### config.mk
export PLATFORM = sky130hd
export DESIGN_NAME = mpk_sequencer
export DESIGN_NICKNAME = d
export VERILOG_FILES = /design/src/mpk_pulse_timer.v /design/src/mpk_sequencer.v
export VERILOG_INCLUDE_DIRS = /design/src
export SDC_FILE = /design/constraint.sdc
export NUM_CORES = 1
export LEC_CHECK = 0
export BUFFER_PORTS_ARGS = -buffer_cell sky130_fd_sc_hd__buf_2
export CAP_MARGIN = 0
export CORE_ASPECT_RATIO = 0.7
export CORE_MARGIN = 2
export CORE_UTILIZATION = 45
export CTS_CLUSTER_DIAMETER = 200
export DETAILED_ROUTE_END_ITERATION = 12
export GPL_TIMING_DRIVEN = 0
export PLACE_DENSITY = 0.68
export SYNTH_ARGS = -nofsm -noshare
export SYNTH_HDL_FRONTEND = slang
export SYNTH_SLANG_ARGS = --single-unit
export TNS_END_PERCENT = 30
### constraint.sdc
create_clock -name MCLK_I -period 2.1 [get_ports MCLK_I]
set_input_delay 0.21 -clock MCLK_I [delete_from_list [all_inputs] [get_ports MCLK_I]]
set_output_delay 0.21 -clock MCLK_I [all_outputs]
set_load 0.02 [all_outputs]
### src/mpk_consts.vh
`ifndef MPK_CONSTS_VH
`define MPK_CONSTS_VH
// ----------------------------------------------------------------------
// Clock and time base
// ----------------------------------------------------------------------
`define MPK_CLK_HZ          20000000
// Durations in milliseconds, as specified
`define MPK_START_MS        2000
`define MPK_SHUT_MS         2500
`define MPK_RESTART_MS      1000
`define MPK_SHUTDOWN_MS     3000
// Cycle counts derived from the rate
`define MPK_MS_CYC(ms)      ((ms) * (`MPK_CLK_HZ / 1000))
// ----------------------------------------------------------------------
// Internal step length (cycles) and counter width (bits)
// ----------------------------------------------------------------------
`define MPK_INIT_CYC        1000
`define MPK_CNT_W           32
`endif

### src/mpk_pulse_timer.v
`timescale 1ns/1ps
// ----------------------------------------------------------------------
// Low-pulse qualifier: counts while the pin stays low, fires once
// ----------------------------------------------------------------------
module mpk_pulse_timer #(
  parameter [31:0] LIMIT = 32'h0000_0010
) (
  input  wire clk_i,
  input  wire rst_i,
  input  wire arm_i,
  input  wire pin_n_i,
  output wire fire_o
);
  reg [31:0] cnt_q;
  reg        done_q;

  // Restart count on any high sample; short pulses never reach LIMIT
  always @(posedge clk_i) begin
    if (rst_i || pin_n_i || !arm_i) begin
      cnt_q  <= 32'h0000_0000;
      done_q <= 1'b0;
    end else if (!done_q) begin
      if (cnt_q == LIMIT - 32'h0000_0001) begin
        done_q <= 1'b1;
      end
      cnt_q <= cnt_q + 32'h0000_0001;
    end
  end

  // One pulse per continuous low stretch
  assign fire_o = arm_i && !pin_n_i && !done_q && (cnt_q == LIMIT - 32'h0000_0001);
endmodule

### src/mpk_sequencer.v
`timescale 1ns/1ps
`include "mpk_consts.vh"
module mpk_sequencer #(
  parameter [31:0] START_CYC    = `MPK_MS_CYC(`MPK_START_MS),
  parameter [31:0] SHUT_CYC     = `MPK_MS_CYC(`MPK_SHUT_MS),
  parameter [31:0] RESTART_CYC  = `MPK_MS_CYC(`MPK_RESTART_MS),
  parameter [31:0] SHUTDOWN_CYC = `MPK_MS_CYC(`MPK_SHUTDOWN_MS),
  parameter [31:0] INIT_CYC     = `MPK_INIT_CYC
) (
  input  wire MCLK_I,
  input  wire RESET_I,
  input  wire POWER_KEY_N_I,
  input  wire RESTART_N_I,
  input  wire AUTO_START_I,
  input  wire AT_SEEN_I,
  output wire STATUS_O,
  output wire IO_RAIL_OUT_O,
  output wire READY_BANNER_O,
  output wire BAUD_LOCK_O,
  output wire SHUTTING_DOWN_O
);
  // ----------------------------------------------------------------------
  // States (one-hot)
  // ----------------------------------------------------------------------
  localparam [5:0] ST_OFF  = 6'b000001;
  localparam [5:0] ST_INIT = 6'b000010;
  localparam [5:0] ST_BAUD = 6'b000100;
  localparam [5:0] ST_RUN  = 6'b001000;
  localparam [5:0] ST_SHUT = 6'b010000;
  localparam [5:0] ST_RST  = 6'b100000;

  // ----------------------------------------------------------------------
  // State decodes
  // ----------------------------------------------------------------------
  // Initialised states: status lamp lit, restart qualifier armed, shutdown qualifier too unless auto-start strapped
  function is_ready;
    input [5:0] st;
    begin
      is_ready = (st == ST_BAUD) || (st == ST_RUN);
    end
  endfunction

  // Rail stays up through shutdown; only off and restart drop it
  function is_powered;
    input [5:0] st;
    begin
      is_powered = (st != ST_OFF) && (st != ST_RST);
    end
  endfunction

  // Sequencer state, dwell timer and output flops
  reg [5:0]  state_q;
  reg [5:0]  state_d;
  reg [31:0] tmr_q;
  reg [31:0] tmr_d;
  reg        status_q;
  reg        rail_q;
  reg        banner_q;
  reg        lock_q;
  reg        auto_q;
  reg        strap_q;
  reg        shut_q;
  // Ready decode, then qualifier fire strobes of one cycle each
  wire       run_st;
  wire       start_fire;
  wire       shut_fire;
  wire       rst_fire;

  // ----------------------------------------------------------------------
  // Pin qualifiers
  // ----------------------------------------------------------------------
  // Shutdown and restart only count once the module is initialised
  assign run_st = is_ready(state_q);

  // Start qualifier armed only while off
  mpk_pulse_timer #(.LIMIT(START_CYC)) u_start (
    .clk_i   (MCLK_I),
    .rst_i   (RESET_I),
    .arm_i   (state_q == ST_OFF),
    .pin_n_i (POWER_KEY_N_I),
    .fire_o  (start_fire)
  );

  // Shutdown key disarmed under auto-start tie
  mpk_pulse_timer #(.LIMIT(SHUT_CYC + 32'h0000_0001)) u_shut (
    .clk_i   (MCLK_I),
    .rst_i   (RESET_I),
    .arm_i   (run_st && !strap_q),
    .pin_n_i (POWER_KEY_N_I),
    .fire_o  (shut_fire)
  );

  // More than the limit means one sample past it
  mpk_pulse_timer #(.LIMIT(RESTART_CYC + 32'h0000_0001)) u_rst (
    .clk_i   (MCLK_I),
    .rst_i   (RESET_I),
    .arm_i   (run_st),
    .pin_n_i (RESTART_N_I),
    .fire_o  (rst_fire)
  );

  // ----------------------------------------------------------------------
  // Strap capture after reset release
  // ----------------------------------------------------------------------
  // Later strap changes are ignored until the next reset
  always @(posedge MCLK_I) begin
    if (RESET_I) begin
      auto_q  <= 1'b0;
      strap_q <= 1'b0;
    end else if (!auto_q) begin
      auto_q  <= 1'b1;
      strap_q <= AUTO_START_I; // Sampled once, held until reset
    end
  end

  // ----------------------------------------------------------------------
  // Sequencer next state
  // ----------------------------------------------------------------------
  always @* begin
    state_d = state_q;
    tmr_d   = tmr_q + 32'h0000_0001;
    case (state_q)
      ST_OFF: begin
        tmr_d = 32'h0000_0000;
        // Auto-start ties the key low, so it starts like a held key;
        // the strap only takes away key shutdown, it never starts alone
        if (start_fire) begin
          state_d = ST_INIT;
        end
      end
      ST_INIT: begin
        // Boot dwell; the status lamp lights as baud search begins
        if (tmr_q == INIT_CYC - 32'h0000_0001) begin
          state_d = ST_BAUD;
          tmr_d   = 32'h0000_0000;
        end
      end
      ST_BAUD: begin
        // No timeout: the host must send AT before any data
        if (AT_SEEN_I) begin
          state_d = ST_RUN;
        end
      end
      ST_RUN: begin
        // Timer parked while running
        tmr_d = 32'h0000_0000;
      end
      ST_SHUT: begin
        // Rail held up until the power-down dwell runs out
        if (tmr_q == SHUTDOWN_CYC - 32'h0000_0001) begin
          state_d = ST_OFF;
        end
      end
      ST_RST: begin
        // One cycle of rail drop, then reinitialise
        state_d = ST_INIT;
        tmr_d   = 32'h0000_0000;
      end
      default: begin
        // Broken one-hot code falls back to off
        state_d = ST_OFF;
        tmr_d   = 32'h0000_0000;
      end
    endcase
    // Shutdown outranks restart when both qualify together
    if (shut_fire) begin
      state_d = ST_SHUT;
      tmr_d   = 32'h0000_0000;
    end else if (rst_fire) begin
      state_d = ST_RST;
      tmr_d   = 32'h0000_0000;
    end
  end

  // ----------------------------------------------------------------------
  // State and output registers
  // ----------------------------------------------------------------------
  // Outputs follow the next state so they change with it, not a cycle late
  always @(posedge MCLK_I) begin
    if (RESET_I) begin
      state_q  <= ST_OFF;
      tmr_q    <= 32'h0000_0000;
      status_q <= 1'b0;
      rail_q   <= 1'b0;
      banner_q <= 1'b0;
      lock_q   <= 1'b0;
      shut_q   <= 1'b0;
    end else begin
      state_q  <= state_d;
      tmr_q    <= tmr_d;
      status_q <= is_ready(state_d);
      rail_q   <= is_powered(state_d);
      // Banner pulse rises with baud lock on the same edge; repeats after every restart
      banner_q <= (state_q == ST_BAUD) && (state_d == ST_RUN);
      lock_q   <= (state_d == ST_RUN);
      shut_q   <= (state_d == ST_SHUT);
    end
  end

  // ----------------------------------------------------------------------
  // Output drive
  // ----------------------------------------------------------------------
  // Every output straight from a flop, no decode glitches at the pins
  assign STATUS_O        = status_q;
  assign IO_RAIL_OUT_O   = rail_q;
  assign READY_BANNER_O  = banner_q;
  assign BAUD_LOCK_O     = lock_q;
  assign SHUTTING_DOWN_O = shut_q;
endmodule

# Word-level counts from Yosys, hierarchy flattened
# Cells that the tools add are included.
# Widths: inputs -> output; s select.
totals:
  regBits: 144
  in_bits: 6
  out_inout_bits: 5
classes:
  n_addsub: 4
  eq_ne: 16
  mux: 16
  n_reduce_logical: 30
op_table:
  columns: ["operator", "n"]
  rows:
  - ["$add 32x1->32 const B", 4]
  - ["$eq 32x26->1 const B", 3]
  - ["$pmux 32 s2", 1]
  - ["$mux 6", 6]
  - ["$pmux 6 s6", 1]
  - ["$eq 32x10->1 const B", 1]
  - ["$eq 32x25->1 const B", 1]
  - ["$mux 32", 1]
  - ["$eq 6x3->1 const B", 2]
  - ["$eq 6x4->1 const B", 2]
  - ["$eq 6x5->1 const B", 2]
  - ["$logic_and 1x1->1", 12]
  - ["$logic_not 1->1", 9]
  - ["$logic_or 1x1->1", 7]
  - ["$mux 1", 7]
  - ["$eq 6x1->1 const B", 1]
  - ["$eq 6x2->1 const B", 1]
  - ["$eq 6x6->1 const B", 1]
  - ["$ne 6x1->1 const B", 1]
  - ["$ne 6x6->1 const B", 1]
  - ["$reduce_or 3->1", 1]
  - ["$reduce_or 2->1", 1]

# Longest topological paths before layout
# Gate-level depths: netlist of run 1.
depth:
  depth_word: 10
  mapped_depth: 9
  mapped_depth_nobuf: 8

# By module
# Synthesis of run 1 repeated with hierarchy kept, for this count alone.
unflattened:
  cells_unflattened: 858
  area_unflattened_um2: 7282.0
modules_own_cells:
  columns: ["mod", "n_inst", "cells_each", "area_per_inst_um2", "seq_area_each_um2"]
  rows:
  - ["mpk_sequencer", 1, 252, 2092.0, 900.9]
  - ["mpk_pulse_timer (u_shut)", 1, 207, 1798.0, 660.6]
  - ["mpk_pulse_timer (u_rst)", 1, 201, 1721.7, 660.6]
  - ["mpk_pulse_timer (u_start)", 1, 198, 1670.4, 660.6]

# Worst setup path before layout of run 1
# Ideal clock, no wire load.
synth_timing:
  path_kind: "flip-flop to flip-flop"
  start: "reg state_q[3]"
  end: "reg tmr_q[11]"
  t_arrival_ps: 2179
  setup_slack_ps: -145
  path_stages_with_launch: 7
  synth_period_minus_slack_ps: 2245
  path_cell_list: "dfxtp_1 > or4_4 > or3b_4 > o21a_1 > a2111o_1 > buf_6 > nor2_1"
synth_between:
  elab_chain_len: 7
  elab_cells_between_ends: 15
  classes_between: "eq/ne (4); mux (1); reduce/logical (10)"
synth_rtl:
  columns: ["item", "line", "rtl"]
  rows:
  - ["from (decl)", "mpk_sequencer.v:52", "reg [5:0] state_q;"]
  - ["from (signal assigned)", "mpk_sequencer.v:189", "state_q <= state_d;"]
  - ["$eq 6x3->1 / $eq 6x4->1 (equally long branches)", "mpk_sequencer.v:39, mpk_sequencer.v:122", null]
  - ["$logic_or 1x1->1", "mpk_sequencer.v:39", "is_ready = (st == ST_BAUD) || (st == ST_RUN);"]
  - ["$logic_and 1x1->1", "mpk_sequencer.v:88", ".arm_i (run_st && !strap_q),"]
  - ["$logic_and 1x1->1 (3 in series)", "mpk_pulse_timer.v:31", "assign fire_o = arm_i && !pin_n_i && !done_q && (cnt_q == LIMIT - 32'h0000_0001);"]
  - ["$reduce_or 3->1 (no line)", null, null]
  - ["to (signal assigned)", "mpk_sequencer.v:190", "tmr_q <= tmr_d;"]
  - ["to (decl)", "mpk_sequencer.v:54", "reg [31:0] tmr_q;"]
# Parallel ways exist; a longest one is shown, timed or not.
# A chain may end at the register's enable or synchronous reset.

# Worst setup path after layout of run 1
layout_timing:
  start: "reg state_q[2]"
  end: "reg tmr_q[7]"
# Same word-level chain as after synthesis.

==> results.py, run 1 <==
metrics = {
    "setup_path": {
        "path_class": "flip-flop to flip-flop",
        "worst_ep_required_time_ns": 2.45,
        "critPathCaptureType": "flip-flop",
        "arrival_ns": 2.70,
        "startpoint_type": "flip-flop",
        "path_max_fanout": 10,
        "reg2reg_slack_ns": -0.25,
    },
    "layout": {
        "finalCoreUtilization_pct": 55.6,
        "mostFrequentLayoutCell": "dfxtp_1",
        "diodes": 0,
        "fin_area_um2": 7790,
        "finalNetCount": 821,
        "drive_gt1_share_pct": 14.4,
        "layout.cells.most_common_list": "140 x dfxtp_1, 136 x nor2_1, 57 x xor2_1",
        "fillers": 1291,
        "area_delta_synth_final_pct": 19.7,
    },
    "global_route": {
        "grt_pass1_wl_um": 22500,
        "antenna_found_initial": 0,
        "grt_max_degree": 17,
        "overflow": 0,
        "grt_pass1_vias": 4652,
        "grt_usage_pct": 17.7,
    },
    "floorplan": {
        "start_util_pct": 46.4,
        "die_y_um": 105,
        "fp-row-count": 36,
        "ios": 11,
        "core_area_um2": 14000,
        "dieArea_um2": 15500,
        "die_w_um": 148,
    },
    "cts": {
        "clkTransAtPathRegs_ns": 0.06,
        "clock-sinks": 144,
        "htree_levels": 4,
        "clockBufferDepth": 2,
        "cts_buffers": 17,
        "cts_root_buffer": "clkbuf_16",
        "insertion_delay_ns": 0.41,
        "cts_tree": "built",
    },
    "timing": {
        "fmax_mhz": 425,
        "fin_skew_ns": 0.00981,
        "rsz0062_at_grt": "yes",
        "setup-violations-final": 64,
        "period_minus_slack_ns": 2.35,
        "whs_ns": 0.0830,
        "fin_crit_sh_pct": 112,
        "hold_viol": 0,
        "slew_headroom_pct": 66.4,
        "tightestPinTransition_ns": 0.505,
        "setup_ws_ns": -0.253,
        "drv_slew": 0,
    },
    "yosys": {
        "ys.flop_type": "dfxtp_1",
        "async_reset_ff_share_pct": 0,
        "syn-cell-area_um2": 6510,
        "syn_nets": 781,
        "yosys_warnings": 0,
        "ys_seq_area_share_pct": 44.3,
        "ys_seq_elements": 144,
        "postSynthAreaPerCell_um2": 8.46,
        "yosysUniqueCellTypes": 45,
        "synthCells": 769,
        "synth_edf_count": 0,
    },
    "placement": {
        "gp_congestion": 0.816,
        "post-dp-hpwl_um": 8920,
        "io_buffer_count": 10,
        "dpl_cell_area_um2": 6800,
    },
    "power_and_ir_drop": {
        "power_mw": 5.71,
        "p_leak_nw": 2.53,
        "p_per_area_nw_per_um2": 733,
        "vdd_ir_drop_max_uv": 494,
    },
    "run": {
        "cap_violations": 0,
    },
    "route": {
        "totalWireLength_um": 13300,
        "met1_length_um": 7430,
        "ant_nets": 0,
        "drcViolationCount": 0,
        "wl_met2_um": 5530,
        "drtIter0Drc": 262,
        "top_layer": "met4",
        "route.met3.wl_um": 252,
        "wl_per_cell_um": 13.2,
        "vias": 5202,
        "routed_via_density": 5.14,
        "dr.pass1.iters": 4,
    },
    "run_status": {
        "violations": "negative setup slack",
        "status": "complete, but fails checks",
    },
    "hold_path": {
        "hold_path.class": "input pin to flip-flop",
    },
}
-- worst max-delay path, stage by stage, from the launching register on --
cell and delay (ns):
dfxtp_4 0.36, or4_4 0.56, or3b_4 0.42, o21a_1 0.17
a2111o_1 0.41, buf_6 0.15, buf_12 0.14, nor2_2 0.07
-- worst paths after layout --
kind,start,endpoint,cells past startpoint
setup / recovery,state_q[2],tmr_q[7],7
hold / removal,AUTO_START_I,strap_q,3
setup reg to reg,state_q[2],tmr_q[7],7
hold reg to reg,tmr_q[0],tmr_q[0],1
-- power by group --
| part | internal (mW) | switching [mW] | total, mW | leakage (nW) |
|---|---|---|---|---|
| logic | 0.0310 | 0.0483 | 0.0793 | 1.09 |
| registers | 2.74 | 0.00761 | 2.75 | 1.16 |
| clock network | 1.70 | 1.18 | 2.89 | 0.275 |
| total | 4.47 | 1.24 | 5.71 | 2.53 |
-- registers in the layout, indices dropped and copies added, names as in the netlist --
name,cells
u_rst.cnt_q,32
strap_q,1
IO_RAIL_OUT_O,1
BAUD_LOCK_O,1
READY_BANNER_O,1
SHUTTING_DOWN_O,1
auto_q,1
state_q,6
u_shut.cnt_q,32
u_shut.done_q,1
u_start.done_q,1
u_start.cnt_q,32
tmr_q,32
STATUS_O,1
u_rst.done_q,1
-- cell usage after synthesis (all sizes together) (3+ instances only) --
cell,n,area [um^2]
nor3b,3,22.5
and2,4,25.0
nand2,55,206
nor2,161,604
nor3,19,95.1
and4b,4,40.0
o21ai,18,90.1
nor4,18,113
nand4b,6,52.6
clkbuf,17,63.8
nor4b,13,114
nor2b,4,25.0
or3,19,119
xnor2,50,438
mux2i,4,40.0
a21oi,22,110
dfxtp,144,2880
and3,17,106
and4,10,87.6
buf,4,38.8
or2,3,18.8
inv,22,82.6
nand3,37,185
or4,5,41.3
ha,6,75.1
nand4,30,188
xor2,57,499
-- final cells by class --
type                       count  area [um^2]  share of cell area [%]
sequential                   144         2890                    37.1
timing repair buffer          23          163                    2.09
multi-input combinational    582         3730                    47.8
buffer                        19          124                    1.59
tap                          190          238                    3.05
clock buffer                  21          460                    5.91
clock inverter                11          105                    1.35
inverter                      22         82.6                    1.06
-- timing repair --
item / in CTS / in global routing
resized for setup: 33 / 55
setup endpoints to repair: 136 / 120
hold buffers: 0 / 0
cloned: 1 / 0
buffers inserted: 5 / 7
pin swaps: 7 / 5
-- metrics by stage --
stage	instances	TNS, ns	setup slack (ns)
floorplan	769	-1.70	-0.0570
global placement	969	-37.49	-0.604
detailed placement	969	-38.22	-0.584
CTS	1007	-5.64	-0.186
global route	1012	-15.15	-0.289
finish	1012	-8.36	-0.253
-- routing by layer --
layer,GRT usage (%),vias to the layer above
met4,5.56,0
met2,24.4,41
li1,-,2728
met3,3.49,14
met5,0,-
met1,27.3,2419
-- cells by family (layout without fill, tap and decap cells) --
kind of cell / count (synthesis) / in the layout / synth area share, %
AO/OA/AOI/OAI: 50 / 50 / 4.40
XOR/XNOR: 107 / 107 / 14.4
flip-flops: 144 / 144 / 44.3
adder cells (fa/ha/maj): 6 / 6 / 1.15
multiplexers: 4 / 4 / 0.615
AND/OR/NAND/NOR: 415 / 415 / 32.3
buffers and inverters: 43 / 96 / 2.85
(Power assumes the default switching activity.)
==> inputs of run 2 (changes only) <==
==> constraint.sdc (replaced) <==
create_clock -name MCLK_I -period 2 [get_ports MCLK_I]
set_input_delay 0.2 -clock MCLK_I [delete_from_list [all_inputs] [get_ports MCLK_I]]
set_output_delay 0.2 -clock MCLK_I [all_outputs]
set_load 0.02 [all_outputs]
==> run 2 against run 1 <==
The flow still finishes with violations (negative setup slack). Largest power group unchanged. Largest cell class unchanged. Clock skew grew 0.0017 ns. First-iteration DRC count shrank 1.1%. Fmax grew 2.1%. Final cell count grew 0.20%. Flip-flop and latch count is the same. Via count grew 0.71%. Die area is the same. Sequential power grew 5%. Global-route usage is essentially flat. Setup slack lost 0.051 ns. Wire length grew 1.5%.
==> results.py, run 2 (synthesis gave the netlist of run 1 again) <==
metrics = {
    "setup_path": {
        "reg2reg_from": "state_q[4]",
        "slowest_delay_ns": 0.54,
        "critPathCaptureType": "flip-flop",
        "path_buf_inv": 2,
        "crit_family": "simple AND/OR/NAND/NOR gates",
        "startpoint_type": "flip-flop",
        "cpMostUsedCell": "buf_12",
        "crit_chain": "or4_4 -> or3b_4 -> o21a_1 -> a2111o_1 -> buf_12 -> buf_12 -> nor2_1",
        "r2r_end": "tmr_q[6]",
        "r2r_cells": 7,
        "critPathSlowestCell": "or4_4",
        "arrival_ns": 2.65,
        "path_max_fanout": 10,
        "path_class": "flip-flop to flip-flop",
        "reg2reg_slack_ns": -0.30,
        "worst_ep_required_time_ns": 2.35,
    },
    "cts": {
        "clkTransAtPathRegs_ns": 0.06,
        "htree_levels": 4,
        "cts_buffers": 17,
        "cts_root_buffer": "clkbuf_16",
        "clockBufferDepth": 2,
        "insertion_delay_ns": 0.41,
        "cts_tree": "built",
        "cts-hold-fix-buffers": 0,
        "clock-sinks": 144,
    },
    "floorplan": {
        "fp-row-count": 36,
        "dieArea_um2": 15500,
        "core_area_um2": 14000,
        "die_w_um": 148,
        "ios": 11,
        "die_y_um": 105,
        "start_util_pct": 46.4,
    },
    "route": {
        "drtIter0Drc": 259,
        "dr.pass1.iters": 5,
        "drcViolationCount": 0,
        "vias": 5239,
        "routed_via_density": 5.17,
        "wl_per_cell_um": 13.3,
        "ant_nets": 0,
        "totalWireLength_um": 13500,
    },
    "timing": {
        "setup_ws_ns": -0.304,
        "drv_slew": 0,
        "tightestPinTransition_ns": 0.509,
        "slew_headroom_pct": 66.1,
        "fin_skew_ns": 0.0115,
        "fin_crit_sh_pct": 115,
        "hold_viol": 0,
        "fmax_mhz": 434,
        "setup-violations-final": 77,
        "period_minus_slack_ns": 2.30,
        "rsz0062_at_grt": "yes",
    },
    "layout": {
        "register_area_um2": 2890,
        "diodes": 0,
        "multi_input_area_um2": 3780,
        "fillers": 1269,
        "finalNetCount": 823,
        "mostFrequentLayoutCell": "dfxtp_1",
        "drive_gt1_share_pct": 17.1,
        "layout.cells.most_common_list": "138 x dfxtp_1, 132 x nor2_1, 57 x xor2_1",
        "area_delta_synth_final_pct": 21.3,
        "finalCoreUtilization_pct": 56.4,
    },
    "global_route": {
        "grt_usage_pct": 17.7,
        "overflow": 0,
        "grt_pass1_wl_um": 22500,
        "grt_pass1_vias": 4677,
        "antenna_found_initial": 0,
        "grt_max_degree": 17,
    },
    "hold_path": {
        "hold_path.class": "input pin to flip-flop",
        "hold-path-cell-count": 3,
        "holdCritStartpoint": "AUTO_START_I",
        "min_to": "strap_q",
    },
    "power_and_ir_drop": {
        "intPower_mw": 4.72,
        "vdd_ir_drop_max_uv": 595,
        "p_comb_share_pct": 1.9,
        "p_leak_nw": 2.57,
        "p_per_area_nw_per_um2": 763,
        "swShare_pct": 21.7,
        "power.switching_mw": 1.31,
        "clkPwrFrac_pct": 50.3,
        "power_frac_seq_pct": 47.9,
    },
    "placement": {
        "dp_slack_ns": -0.684,
        "io_buffer_count": 10,
        "post-dp-hpwl_um": 8920,
        "gp_congestion": 0.816,
    },
    "run_status": {
        "violations": "negative setup slack",
        "status": "complete, but fails checks",
    },
    "run": {
        "cap_violations": 0,
    },
}
-- run 2: cell types whose count changed in the layout (fill, tap and decap cells not counted), sizes merged --
cell    change
buf         +8
clkbuf      -6
-- run 2: how the worst max path moves through the flow --
stage               start         to  slack, ns  cells past startpoint
3_3_place_gp   state_q[0]  tmr_q[25]      -0.70                      6
5_1_grt        state_q[4]   tmr_q[6]      -0.36                      7
3_5_place_dp   state_q[0]  tmr_q[18]      -0.68                      6
6_report       state_q[4]   tmr_q[6]      -0.30                      7
2_1_floorplan  state_q[4]  tmr_q[11]      -0.16                      6
4_1_cts        state_q[4]  tmr_q[15]      -0.29                      6
-- run 2: worst register-to-register path: stages (launching register included) --
cell	delay [ns]
dfxtp_4	0.34
or4_4	0.54
or3b_4	0.40
o21a_1	0.20
a2111o_1	0.40
buf_12	0.16
buf_12	0.14
nor2_1	0.08
-- run 2: cell type report --
cell class | count | share of cell area (%)
Sequential cell | 144 | 36.6
Multi-Input combinational cell | 582 | 47.9
Clock inverter | 11 | 1.33
Timing Repair Buffer | 24 | 2.36
Inverter | 22 | 1.05
Clock buffer | 21 | 5.83
Buffer | 20 | 1.87
Tap cell | 190 | 3.01
-- run 2: stage by stage --
step	TNS, ns	area (um^2)	power [mW]	hold slack (ns)	cells
finish	-14.83	7900	6.03	0.0741	1014
global route	-21.09	7900	6.22	0.0804	1014
CTS	-12.05	7620	6.06	0.0551	1008
detailed placement	-51.93	6800	3.02	0.441	969
global placement	-50.88	6800	3.02	0.433	969
floorplan	-5.97	6510	3.00	0.344	769
-- run 2: power by group through the flow --
stage	Clock (mW)	Combinational (mW)	Sequential [mW]
6_report	3.03	0.113	2.89
2_1_floorplan	0	0.0444	2.95
4_1_cts	3.09	0.0838	2.88
5_1_grt	3.21	0.123	2.89
3_3_place_gp	0	0.0761	2.95
3_5_place_dp	0	0.0766	2.95
-- run 2: timing repair --
action	in CTS	in global routing
endpoints found under the setup margin	139	124
pin swaps	10	14
cloned	1	2
gates resized for setup	49	64
setup buffers	6	5
-- run 2: per-layer routing --
layer | global-route usage, % | part of all wire, %
met4 | 5.77 | 1.2
met3 | 3.54 | 2.1
met1 | 27.2 | 55
met2 | 24.5 | 42
met5 | 0 | 0
